==> config.mk <==
export PLATFORM = sky130hd
export DESIGN_NAME = lcr_core
export DESIGN_NICKNAME = d
export VERILOG_FILES = /design/src/design/lcr_sync.v /design/src/design/lcr_row_map.v /design/src/design/lcr_core.v
export VERILOG_INCLUDE_DIRS = /design/src /design/src/inc
export SDC_FILE = /design/constraint.sdc
export NUM_CORES = 1
export LEC_CHECK = 0
export BUFFER_PORTS_ARGS = -buffer_cell sky130_fd_sc_hd__buf_2
export CAP_MARGIN = 20
export CORE_ASPECT_RATIO = 1.2
export CORE_MARGIN = 8
export CORE_UTILIZATION = 35
export DETAILED_ROUTE_END_ITERATION = 16
export SYNTH_ARGS = -nofsm -noshare
export SYNTH_HDL_FRONTEND = slang
export SYNTH_HIERARCHICAL = 1
export SYNTH_SLANG_ARGS = --single-unit
==> constraint.sdc <==
create_clock -name clk_sys -period 2.3 [get_ports clk_sys]
set_input_delay 0.23 -clock clk_sys [delete_from_list [all_inputs] [get_ports clk_sys]]
set_output_delay 0.23 -clock clk_sys [all_outputs]
set_load 0.05 [all_outputs]
==> src/inc/lcr_map.vh <==
`ifndef LCR_MAP_VH
`define LCR_MAP_VH

// ----------------------------------------------------------------
// Reset values
// ----------------------------------------------------------------
`define LCR_RST_DISPLAY_ENABLE   1'h0
`define LCR_RST_FIRST_ROW        6'h00
`define LCR_RST_PAGE             3'h7
`define LCR_RST_COLUMN           7'h00
`define LCR_RST_LOW_POWER        1'h0
`define LCR_RST_DUTY             1'h1
`define LCR_RST_SEG_ORDER        1'h0
`define LCR_RST_FLAGS            4'h0

// ----------------------------------------------------------------
// Command encodings (upper bits compared, low bits carry the value)
// ----------------------------------------------------------------
`define LCR_CMD_DISPLAY          7'h57
`define LCR_CMD_START_LINE       3'h6
`define LCR_CMD_PAGE             6'h2e
`define LCR_CMD_SEG_ORDER        7'h50
`define LCR_CMD_LOW_POWER        7'h52
`define LCR_CMD_DUTY             7'h54
`define LCR_COLUMN_LAST          7'h4f

// ----------------------------------------------------------------
// Status byte bit positions
// ----------------------------------------------------------------
`define LCR_ST_BUSY              7
`define LCR_ST_SEG_ORDER         6
`define LCR_ST_DISPLAY_OFF       5
`define LCR_ST_RESETTING         4

// ----------------------------------------------------------------
// Timing
// ----------------------------------------------------------------
`define LCR_CLK_NS               5
`define LCR_BUSY_NS              100
`define LCR_RESET_BUSY_NS        1000
`define LCR_BUSY_CYC             ((`LCR_BUSY_NS + `LCR_CLK_NS - 1) / `LCR_CLK_NS)
`define LCR_RESET_BUSY_CYC       ((`LCR_RESET_BUSY_NS + `LCR_CLK_NS - 1) / `LCR_CLK_NS)

`endif

==> src/design/lcr_sync.v <==
`timescale 1ns/10ps

module lcr_sync #(
    parameter WIDTH = 1,
    parameter [WIDTH-1:0] INIT = {WIDTH{1'b0}}
) (
    input  wire             clk_sys,
    input  wire             rstn,
    input  wire [WIDTH-1:0] async_in,
    output wire [WIDTH-1:0] sync_out
);

    // ------------------------------------------------------------
    // Two-stage synchroniser; the first stage feeds only the second
    // ------------------------------------------------------------
    reg [WIDTH-1:0] meta_q;
    reg [WIDTH-1:0] sync_q;

    always @(posedge clk_sys)
    begin
        if (!rstn)
        begin
            meta_q <= INIT;
            sync_q <= INIT;
        end
        else
        begin
            meta_q <= async_in;
            sync_q <= meta_q;
        end
    end

    assign sync_out = sync_q;

endmodule

==> src/design/lcr_row_map.v <==
`timescale 1ns/10ps

module lcr_row_map (
    input  wire [5:0] first_row,
    input  wire       duty_full,
    input  wire [4:0] com_index,
    output wire [4:0] mem_row
);

    // ------------------------------------------------------------
    // Row routed to a common line, wrapping on the active duty
    // ------------------------------------------------------------
    wire [4:0] sum;

    assign sum     = first_row[4:0] + com_index;
    assign mem_row = duty_full ? sum : {1'b0, sum[3:0]};

endmodule

==> src/design/lcr_core.v <==
`timescale 1ns/10ps
`include "lcr_map.vh"

// Operation
// - Display enable bit, reset zero
// - Six-bit first row pointer, reset zero
// - Three-bit page pointer, reset all ones
// - Seven-bit column pointer, reset zero
// - Low power hold bit, reset zero
// - Duty choice bit, reset one
// - Segment order bit, reset normal
// - Four status flags, zero after reset
// - Enable one drives panel from memory
// - Enable zero blanks all outputs high
// - Display command AF on, AE off
// - Half selects enable left/right segments
// - Busy shown on top bus line
// - Bus driven only during read cycles
// - First row pointer maps rows, wrapping
module lcr_core #(
    parameter BUSY_CYC       = `LCR_BUSY_CYC,
    parameter RESET_BUSY_CYC = `LCR_RESET_BUSY_CYC
) (
    input  wire       clk_sys,
    input  wire       rstn,
    input  wire       cmd_data_pin,
    input  wire       strobe_pin,
    input  wire       read_write_pin,
    input  wire       left_half_select,
    input  wire       right_half_select,
    input  wire [7:0] host_bus_lines_i,
    output wire [7:0] host_bus_lines_o,
    output wire       host_bus_lines_oe_n,
    input  wire [4:0] com_index,
    output wire [4:0] com_mem_row,
    output wire       display_enable,
    output wire       panel_blank,
    output wire [5:0] first_row_pointer,
    output wire [2:0] page_pointer,
    output wire [6:0] column_pointer,
    output wire       low_power_hold,
    output wire       duty_choice,
    output wire       segment_order,
    output wire       left_half_active,
    output wire       right_half_active,
    output wire       busy
);

    // ------------------------------------------------------------
    // Pin synchronisers
    // ------------------------------------------------------------
    wire [4:0] ctl_s;
    wire [7:0] bus_s;
    wire       cd_s;
    wire       strobe_s;
    wire       rw_s;
    wire       cs1_s;
    wire       cs2_s;

    // Control and data pass the same two stages, so a byte and its
    // qualifiers always reach the core in the same cycle.
    lcr_sync #(
        .WIDTH (5),
        .INIT  (5'h00)
    ) u_sync_ctl (
        .clk_sys  (clk_sys),
        .rstn     (rstn),
        .async_in ({cmd_data_pin, strobe_pin, read_write_pin, left_half_select, right_half_select}),
        .sync_out (ctl_s)
    );

    lcr_sync #(
        .WIDTH (8),
        .INIT  (8'h00)
    ) u_sync_bus (
        .clk_sys  (clk_sys),
        .rstn     (rstn),
        .async_in (host_bus_lines_i),
        .sync_out (bus_s)
    );

    assign cd_s     = ctl_s[4];
    assign strobe_s = ctl_s[3];
    assign rw_s     = ctl_s[2];
    assign cs1_s    = ctl_s[1];
    assign cs2_s    = ctl_s[0];

    // ------------------------------------------------------------
    // Strobe edge and cycle capture
    // ------------------------------------------------------------
    // Data hold after the strobe falls is short, so bus and control
    // are latched throughout the high phase and used at the fall.
    // Qualifiers reset to read and data so that no stray write can
    // fire before the first real strobe.
    reg        strobe_q;
    reg  [7:0] cap_data_q;
    reg        cap_cd_q;
    reg        cap_rw_q;
    reg        cap_sel_q;
    wire       selected;
    wire       strobe_fall;
    wire       cmd_write;

    assign selected    = cs1_s | cs2_s;
    assign strobe_fall = strobe_q & ~strobe_s;
    assign cmd_write   = strobe_fall & cap_sel_q & ~cap_cd_q & ~cap_rw_q;

    always @(posedge clk_sys)
    begin
        if (!rstn)
        begin
            strobe_q   <= 1'b0;
            cap_data_q <= 8'h00;
            cap_cd_q   <= 1'b1;
            cap_rw_q   <= 1'b1;
            cap_sel_q  <= 1'b0;
        end
        else
        begin
            strobe_q <= strobe_s;
            if (strobe_s)
            begin
                cap_data_q <= bus_s;
                cap_cd_q   <= cd_s;
                cap_rw_q   <= rw_s;
                cap_sel_q  <= selected;
            end
        end
    end

    // ------------------------------------------------------------
    // Command decode
    // ------------------------------------------------------------
    // Start line and page keep their top bit at zero; only the low
    // bits of the command byte reach them. Column values past the
    // last column are dropped, not wrapped.
    wire hit_display;
    wire hit_start;
    wire hit_page;
    wire hit_column;
    wire hit_seg;
    wire hit_power;
    wire hit_duty;

    assign hit_display = cmd_write & (cap_data_q[7:1] == `LCR_CMD_DISPLAY);
    assign hit_start   = cmd_write & (cap_data_q[7:5] == `LCR_CMD_START_LINE);
    assign hit_page    = cmd_write & (cap_data_q[7:2] == `LCR_CMD_PAGE);
    assign hit_column  = cmd_write & ~cap_data_q[7] & (cap_data_q[6:0] <= `LCR_COLUMN_LAST);
    assign hit_seg     = cmd_write & (cap_data_q[7:1] == `LCR_CMD_SEG_ORDER);
    assign hit_power   = cmd_write & (cap_data_q[7:1] == `LCR_CMD_LOW_POWER);
    assign hit_duty    = cmd_write & (cap_data_q[7:1] == `LCR_CMD_DUTY);

    // ------------------------------------------------------------
    // Control registers
    // ------------------------------------------------------------
    // Any byte that hits no decode leaves every register untouched.
    // A later command simply overwrites; nothing is queued.
    reg       display_enable_q;
    reg [5:0] first_row_q;
    reg [2:0] page_q;
    reg [6:0] column_q;
    reg       low_power_q;
    reg       duty_q;
    reg       seg_order_q;

    always @(posedge clk_sys)
    begin
        if (!rstn)
        begin
            display_enable_q <= `LCR_RST_DISPLAY_ENABLE;
            first_row_q      <= `LCR_RST_FIRST_ROW;
            page_q           <= `LCR_RST_PAGE;
            column_q         <= `LCR_RST_COLUMN;
            low_power_q      <= `LCR_RST_LOW_POWER;
            duty_q           <= `LCR_RST_DUTY;
            seg_order_q      <= `LCR_RST_SEG_ORDER;
        end
        else
        begin
            if (hit_display)
                display_enable_q <= cap_data_q[0];
            if (hit_start)
                first_row_q <= {1'b0, cap_data_q[4:0]};
            if (hit_page)
                page_q <= {1'b0, cap_data_q[1:0]};
            if (hit_column)
                column_q <= cap_data_q[6:0];
            if (hit_seg)
                seg_order_q <= cap_data_q[0];
            if (hit_power)
                low_power_q <= cap_data_q[0];
            if (hit_duty)
                duty_q <= cap_data_q[0];
        end
    end

    // ------------------------------------------------------------
    // Busy and reset-in-progress timing
    // ------------------------------------------------------------
    // A command arriving while busy is still taken; busy restarts.
    // Sixteen bits leave room for a faster clock than the default, and
    // every reset, a mid-run one too, reloads the reset-busy count.
    reg [15:0] busy_cnt_q;
    reg [15:0] reset_cnt_q;

    always @(posedge clk_sys)
    begin
        if (!rstn)
        begin
            busy_cnt_q  <= 16'h0000;
            reset_cnt_q <= RESET_BUSY_CYC[15:0];
        end
        else
        begin
            if (cmd_write)
                busy_cnt_q <= BUSY_CYC[15:0];
            else if (busy_cnt_q != 16'h0000)
                busy_cnt_q <= busy_cnt_q - 16'h0001;
            if (reset_cnt_q != 16'h0000)
                reset_cnt_q <= reset_cnt_q - 16'h0001;
        end
    end

    wire resetting;
    wire busy_now;

    assign resetting = (reset_cnt_q != 16'h0000);
    assign busy_now  = (busy_cnt_q != 16'h0000) | resetting;

    // ------------------------------------------------------------
    // Status flags and read drive
    // ------------------------------------------------------------
    reg  [3:0] flags_q;
    reg  [7:0] rd_data_q;
    reg        oe_n_q;
    wire       read_cycle;
    wire [7:0] status_byte;

    // Flags mirror live state one cycle late and are never sticky,
    // so no set can race a clear. Data reads return zero, as no
    // display memory sits behind this core.
    assign read_cycle  = strobe_s & rw_s & selected;

    always @(posedge clk_sys)
    begin
        if (!rstn)
            flags_q <= `LCR_RST_FLAGS;
        else
            flags_q <= {busy_now, seg_order_q, ~display_enable_q, resetting};
    end

    assign status_byte = {flags_q, 4'h0};

    always @(posedge clk_sys)
    begin
        if (!rstn)
        begin
            rd_data_q <= 8'h00;
            oe_n_q    <= 1'b1;
        end
        else
        begin
            oe_n_q <= ~read_cycle;
            if (read_cycle && !cd_s)
                rd_data_q <= status_byte;
            else
                rd_data_q <= 8'h00;
        end
    end

    assign host_bus_lines_o    = rd_data_q;
    assign host_bus_lines_oe_n = oe_n_q;

    // ------------------------------------------------------------
    // Panel side
    // ------------------------------------------------------------
    // Blanking overrides memory data further down the panel path;
    // the half selects leave here already synchronised.
    lcr_row_map u_row_map (
        .first_row (first_row_q),
        .duty_full (duty_q),
        .com_index (com_index),
        .mem_row   (com_mem_row)
    );

    assign display_enable    = display_enable_q;
    assign panel_blank       = ~display_enable_q;
    assign first_row_pointer = first_row_q;
    assign page_pointer      = page_q;
    assign column_pointer    = column_q;
    assign low_power_hold    = low_power_q;
    assign duty_choice       = duty_q;
    assign segment_order     = seg_order_q;
    assign left_half_active  = cs1_s;
    assign right_half_active = cs2_s;
    assign busy              = flags_q[3];

endmodule

==> results.json, run 1 <==
{
  "cts_tree": "built",
  "coreArea_sq_mm": 0.0114,
  "grt_pass1_vias": 2940,
  "syn-instance-count": 421,
  "n_antenna_cell": 0,
  "slew_headroom_pct": 62.2,
  "synth.largest_area_cell": "dfxtp_1",
  "crit_path_end_kind": "output port",
  "ant_nets": 0,
  "grt-busiest-layer": "met2",
  "dp_slack_ps": 30.3,
  "io_buffers": 52,
  "cp.required_ps": 2070,
  "hp-class": "in -> reg",
  "synth_most_common_cell": "dfxtp_1",
  "stdcell_count": 639,
  "post-route-min-period_ps": 2280,
  "final.setup.tns_ps": 0,
  "clock_sinks": 98,
  "syn-cell-area_sq_mm": 0.00403,
  "status": "finished clean",
  "yosysSeqAreaShare_pct": 48.6,
  "timing.critical_path.arrival_ps": 2050,
  "synth_ff_type": "dfxtp_1",
  "max_stage_delay_ps": 370,
  "die_width_microns": 114,
  "place_hpwl_mm": 6.00,
  "period_share_pct": 99.2,
  "ys_warn_count": 6,
  "final_area_sq_mm": 0.00486,
  "post_route_cells_drive_above_1_share_pct": 23.7,
  "hold_buffers": 0,
  "antenna_found_initial": 0,
  "routedWlPerCell_microns": 13.0,
  "leakage_uw": 0.00199,
  "place_area_sq_mm": 0.00446,
  "power_density_mw_per_mm2": 940,
  "synth.distinct_cells": 60,
  "wl_mm": 8.28,
  "clkTransAtPathRegs_ps": 70,
  "crit_start": "first_row_pointer[0]",
  "drv_cap": 0,
  "grt.overflow.total": 0,
  "gr-usage-met3_pct": 2.90,
  "synth.avg_cell_area_sq_um": 9.58,
  "ys_seq_elements": 98,
  "ir_drop_v": 0.000468,
  "fmax_mhz": 439,
  "cp_max_fo": 3,
  "worstHoldStart": "host_bus_lines_i[4]",
  "synthTopCellsByCount": "dfxtp_1, nor2_1, nand2_1, mux2i_1, a21oi_1",
  "worstReg2RegStart": "busy_cnt_q[0]",
  "tightestPinTransition_ps": 566,
  "fin_worst_skew_ps": 7.75,
  "grt_max_degree": 29,
  "setup_ws_ps": 19.5,
  "num_vias": 3105,
  "rsz0062_at_grt": "true",
  "post_drt_via_cell_ratio": 4.86,
  "critPathBufInv": 2,
  "met2_usage_pct": 18.0,
  "synthTopCellsByArea": "dfxtp_1, mux2i_1, nor2_1",
  "cp_top_family": "compound AO/OA/AOI/OAI gates",
  "setup_viol": 0,
  "numCtsBuffers": 9,
  "die_area_sq_mm": 0.0152,
  "startpoint_type": "flip-flop",
  "grt_pass1_wl_mm": 13.8,
  "die-height_microns": 134,
  "fp-row-count": 43,
  "synth_top_area_share_pct": 48.6,
  "r2r_setup_slack_ps": 270,
  "drtPass1Iterations": 6,
  "crit_type": "reg -> out",
  "synthArstFlopShare_pct": 0,
  "cts_buffer_depth": 2,
  "first_iter_violations": 143,
  "critical-path-slowest-cell": "dfxtp_4",
  "crit_chain": "ha_4 > inv_2 > fa_2 > nand2b_4 > a2111oi_4 > o21bai_4 > buf_8",
  "start_util_pct": 35.4,
  "grtUsageMet1_pct": 13.3,
  "grtUsageTotal_pct": 11.2,
  "hold_violations": 0,
  "final_nets": 504,
  "h-tree-depth": 3,
  "synth_edf_count": 0,
  "gp_congestion": 0.749,
  "final_max_slew_viol_count": 0,
  "num_io_pins": 58,
  "root_buffer": "clkbuf_16",
  "drcViolationCount": 0,
  "syn_to_final_growth_pct": 20.5,
  "dp_cells": 621,
  "clk_latency_ps": 350
}
-- metal layers --
metal,up-vias,share of wire [%]
li1,1602,-
met1,1436,47
met2,54,47
met3,13,4.0
met4,0,2.8
met5,-,0
-- layout make-up --
cell class | count | area (sq um)
Tap cell | 157 | 196
Sequential cell | 98 | 1970
Clock inverter | 7 | 96.3
Fill cell | 1141 | 6540
Multi-Input combinational cell | 290 | 1970
Inverter | 15 | 56.3
Timing Repair Buffer | 63 | 353
Clock buffer | 9 | 225
-- cells by family (layout without fill, tap and decap cells) --
group / count (synthesis) / after routing / synth area share (%)
fa+ha+maj: 7 / 7 / 2.36
compound gates: 69 / 69 / 10.9
xor+xnor: 4 / 4 / 0.869
flops: 98 / 98 / 48.6
other cells: 1 / 5 / 0.0930
mux: 25 / 25 / 6.36
buf+inv: 37 / 94 / 4.37
simple gates: 180 / 180 / 26.4
-- flip-flops by register name (all words and copies together) (netlist names), 5 cells and up --
signal,cells
u_sync_bus/sync_out,8
u_sync_ctl/meta_q,5
cap_data_q,8
first_row_pointer,5
u_sync_ctl/sync_out,5
reset_cnt_q,16
busy_cnt_q,16
u_sync_bus/meta_q,8
column_pointer,7
-- power by group --
part | internal [uW] | total [uW] | switching (uW) | leakage [uW]
Clock | 877 | 1580 | 708 | 0.000154
Sequential | 1840 | 1970 | 125 | 0.000802
Combinational | 440 | 1020 | 580 | 0.00104
Total | 3160 | 4570 | 1410 | 0.00199
-- placed cells by master (no fill, tap or decap), drive strengths merged, types with 2 or more instances in the layout --
| cell type | synthesis | routed |
|---|---|---|
| or2 | 3 | 3 |
| a211oi | 2 | 2 |
| a211o | 2 | 2 |
| or4 | 11 | 11 |
| o21ai | 16 | 16 |
| or3 | 15 | 15 |
| and3b | 2 | 2 |
| o31ai | 6 | 6 |
| nor3 | 5 | 5 |
| or4b | 2 | 2 |
| and2 | 31 | 31 |
| o21a | 2 | 2 |
| buf | 10 | 63 |
| a21o | 2 | 2 |
| nor4b | 4 | 4 |
| xnor2 | 3 | 3 |
| a21oi | 20 | 20 |
| nor4 | 8 | 8 |
| nand3b | 3 | 3 |
| nand2 | 30 | 30 |
| mux2 | 2 | 2 |
| a31oi | 4 | 4 |
| nand4 | 4 | 4 |
| o211ai | 3 | 3 |
| nand4b | 2 | 2 |
| ha | 6 | 6 |
| dfxtp | 98 | 98 |
| mux2i | 23 | 23 |
| nand3 | 12 | 12 |
| nand2b | 9 | 9 |
| o21bai | 2 | 2 |
| conb | 1 | 5 |
| nor2 | 35 | 35 |
| inv | 15 | 18 |
| clkbuf | 12 | 9 |
| a2111oi | 2 | 2 |
| clkinv | 0 | 2 |
-- through the flow --
stage / power (uW) / utilization (%) / hold slack (ps)
2_1_floorplan: 2810 / - / 352
3_3_place_gp: 2980 / 39.1 / 412
3_5_place_dp: 3020 / 39.1 / 419
4_1_cts: 4620 / 42.3 / 71.4
5_1_grt: 4850 / 42.6 / 76.7
6_report: 4570 / 42.6 / 80.7
-- worst paths after layout --
check | endpoint | cells after the start
worst max register to register | busy_cnt_q[4] | 7
worst min-delay path | u_sync_bus/meta_q[4] | 2
worst max-delay path | com_mem_row[4] | 7
worst min register to register | host_bus_lines_o[6] | 1
-- repair_timing --
action	in CTS	in global routing
pin swaps	1	3
gates cloned	0	0
setup buffers	1	1
gates resized for setup	7	6
endpoints found under the setup margin	1	1
Note: power is estimated with default switching activity, not from simulation.
==> run 2: changes to the inputs <==
- CTS_BUF_LIST: default -> sky130_fd_sc_hd__clkbuf_2
- CTS_CLUSTER_SIZE: default -> 12
- GPL_TIMING_DRIVEN: default -> 1
==> run 2 against run 1 <==
Global-route usage is 0.22 points higher. Critical path depth stayed put. Register-to-register slack worse by 20 ps. Critical endpoint unchanged. Hold slack better by 300 ps. Setup slack worse by 280 ps. Sequential power hardly changed. Highest routed layer unchanged. Power is 14% lower. First-iteration DRC count is 17% higher. The run now ends with setup timing left. Non-clock buffer count is 19 higher.
==> results.json, run 2 (synthesis results as in run 1) <==
{
  "multi_input_area_sq_mm": 0.00196,
  "clock_sinks": 98,
  "drcViolationCount": 0,
  "dr_wl_met3_microns": 307,
  "final_max_slew_viol_count": 0,
  "hold_depth": 3,
  "period_share_pct": 111,
  "post-route-min-period_ps": 2560,
  "reg2reg_to": "busy_cnt_q[4]",
  "ir_drop_v": 0.000361,
  "cp.required_ps": 2070,
  "routedWlPerCell_microns": 12.9,
  "numCtsBuffers": 9,
  "seq_area_sq_mm": 0.00197,
  "power_density_mw_per_mm2": 809,
  "post_route_cells_drive_above_1_share_pct": 23.2,
  "violations": "setup timing",
  "leakage_uw": 0.00201,
  "grt.overflow.total": 0,
  "fp-row-count": 43,
  "layout_commonest_cell": "dfxtp_1",
  "grt_pass1_vias": 3037,
  "fin_worst_skew_ps": 32.3,
  "drv_cap": 0,
  "clkTransAtPathRegs_ps": 300,
  "wl_mm": 8.51,
  "r2r_cells": 7,
  "first_iter_violations": 167,
  "reg_top3": "busy_cnt_q (16), reset_cnt_q (16)",
  "r2r_setup_slack_ps": 250,
  "die_width_microns": 114,
  "gp_congestion": 0.749,
  "timing.hold.ws_ps": 383,
  "dp_slack_ps": 30.3,
  "hold_violations": 0,
  "final_area_sq_mm": 0.00487,
  "die-height_microns": 134,
  "start_util_pct": 35.4,
  "die_area_sq_mm": 0.0152,
  "m1WireLength_mm": 3.88,
  "syn_to_final_growth_pct": 20.8,
  "grt_max_degree": 29,
  "place_hpwl_mm": 6.00,
  "status": "finished with violations",
  "timing.critical_path.arrival_ps": 2330,
  "crit_type": "reg -> out",
  "drtPass1Iterations": 4,
  "h-tree-depth": 3,
  "layout_common_cells": "dfxtp_1, buf_2, nor2_1, nand2_1, mux2i_1",
  "coreArea_sq_mm": 0.0114,
  "tightestPinTransition_ps": 575,
  "grt_pass1_wl_mm": 14.1,
  "cts_tree": "built",
  "place_area_sq_mm": 0.00446,
  "dr_wl_met2_mm": 4.15,
  "worstReg2RegStart": "busy_cnt_q[0]",
  "ant_nets": 0,
  "root_buffer": "clkbuf_2",
  "io_buffers": 52,
  "route.top_layer_used": "met4",
  "setup_ws_ps": -256,
  "startpoint_type": "flip-flop",
  "final_nets": 523,
  "grtUsageTotal_pct": 11.5,
  "clk_latency_ps": 570,
  "setup_viol": 2,
  "antenna_found_initial": 1,
  "hp-class": "in -> reg",
  "hold-path-endpoint": "u_sync_ctl/meta_q[3]",
  "fmax_mhz": 391,
  "num_vias": 3199,
  "rsz0062_at_grt": "true",
  "cp_max_fo": 3,
  "fillCellCount": 1144,
  "worstHoldStart": "strobe_pin",
  "finalPower_uw": 3940,
  "crit_path_end_kind": "output port",
  "cts_buffer_depth": 2,
  "slew_headroom_pct": 61.6,
  "post_drt_via_cell_ratio": 4.85,
  "num_io_pins": 58
}
-- run 2: per-layer routing --
metal	GRT usage, %	up-vias
li1	-	1637
met1	13.3	1501
met2	18.8	50
met3	3.12	11
met4	6.00	0
met5	0	-
-- run 2: how the worst max path moves through the flow --
stage | from | end | cells past startpoint | slack [ps]
after detailed placement | first_row_pointer[0] | com_mem_row[4] | 7 | 30
after global placement | first_row_pointer[0] | com_mem_row[4] | 7 | 200
final | first_row_pointer[0] | com_mem_row[4] | 7 | -260
after CTS | first_row_pointer[0] | com_mem_row[4] | 7 | -340
after global routing | first_row_pointer[0] | com_mem_row[4] | 7 | -380
after floorplan | first_row_pointer[0] | com_mem_row[4] | 6 | -50
-- run 2: area by class of cell --
type	instances	area share [%]
multi-input combinational	290	40.3
tap	157	4.03
clock buffer	9	0.925
antenna	1	0.0514
clock inverter	7	1.98
sequential	98	40.4
timing repair buffer	82	11.2
inverter	15	1.16
-- run 2: power by group --
| part | total (uW) | switching (uW) | internal (uW) |
|---|---|---|---|
| clock | 925 | 638 | 287 |
| combinational | 1040 | 583 | 460 |
| sequential | 1970 | 125 | 1850 |
| total | 3940 | 1350 | 2590 |
-- run 2: critical path, cell delays in order (launching register included) --
cell and delay, ps:
dfxtp_4 440, ha_4 130, inv_2 40, fa_2 360
nand2b_4 160, a2111oi_4 280, o21bai_2 170, buf_6 170
-- run 2: what timing repair did --
action	4_1_cts	5_1_grt
gates resized for setup	12	3
setup endpoints to repair	3	4
pin swaps	2	1
hold buffers	18	0
buffers inserted	2	1
hold endpoints to repair	16	0
-- run 2: through the flow --
stage | utilization (%) | cells | TNS (ps)
after floorplan | - | 425 | -48.7
after global placement | 39.1 | 621 | 0
after detailed placement | 39.1 | 621 | 0
after CTS | 42.6 | 657 | -338
after global routing | 42.7 | 659 | -581
final | 42.7 | 659 | -332
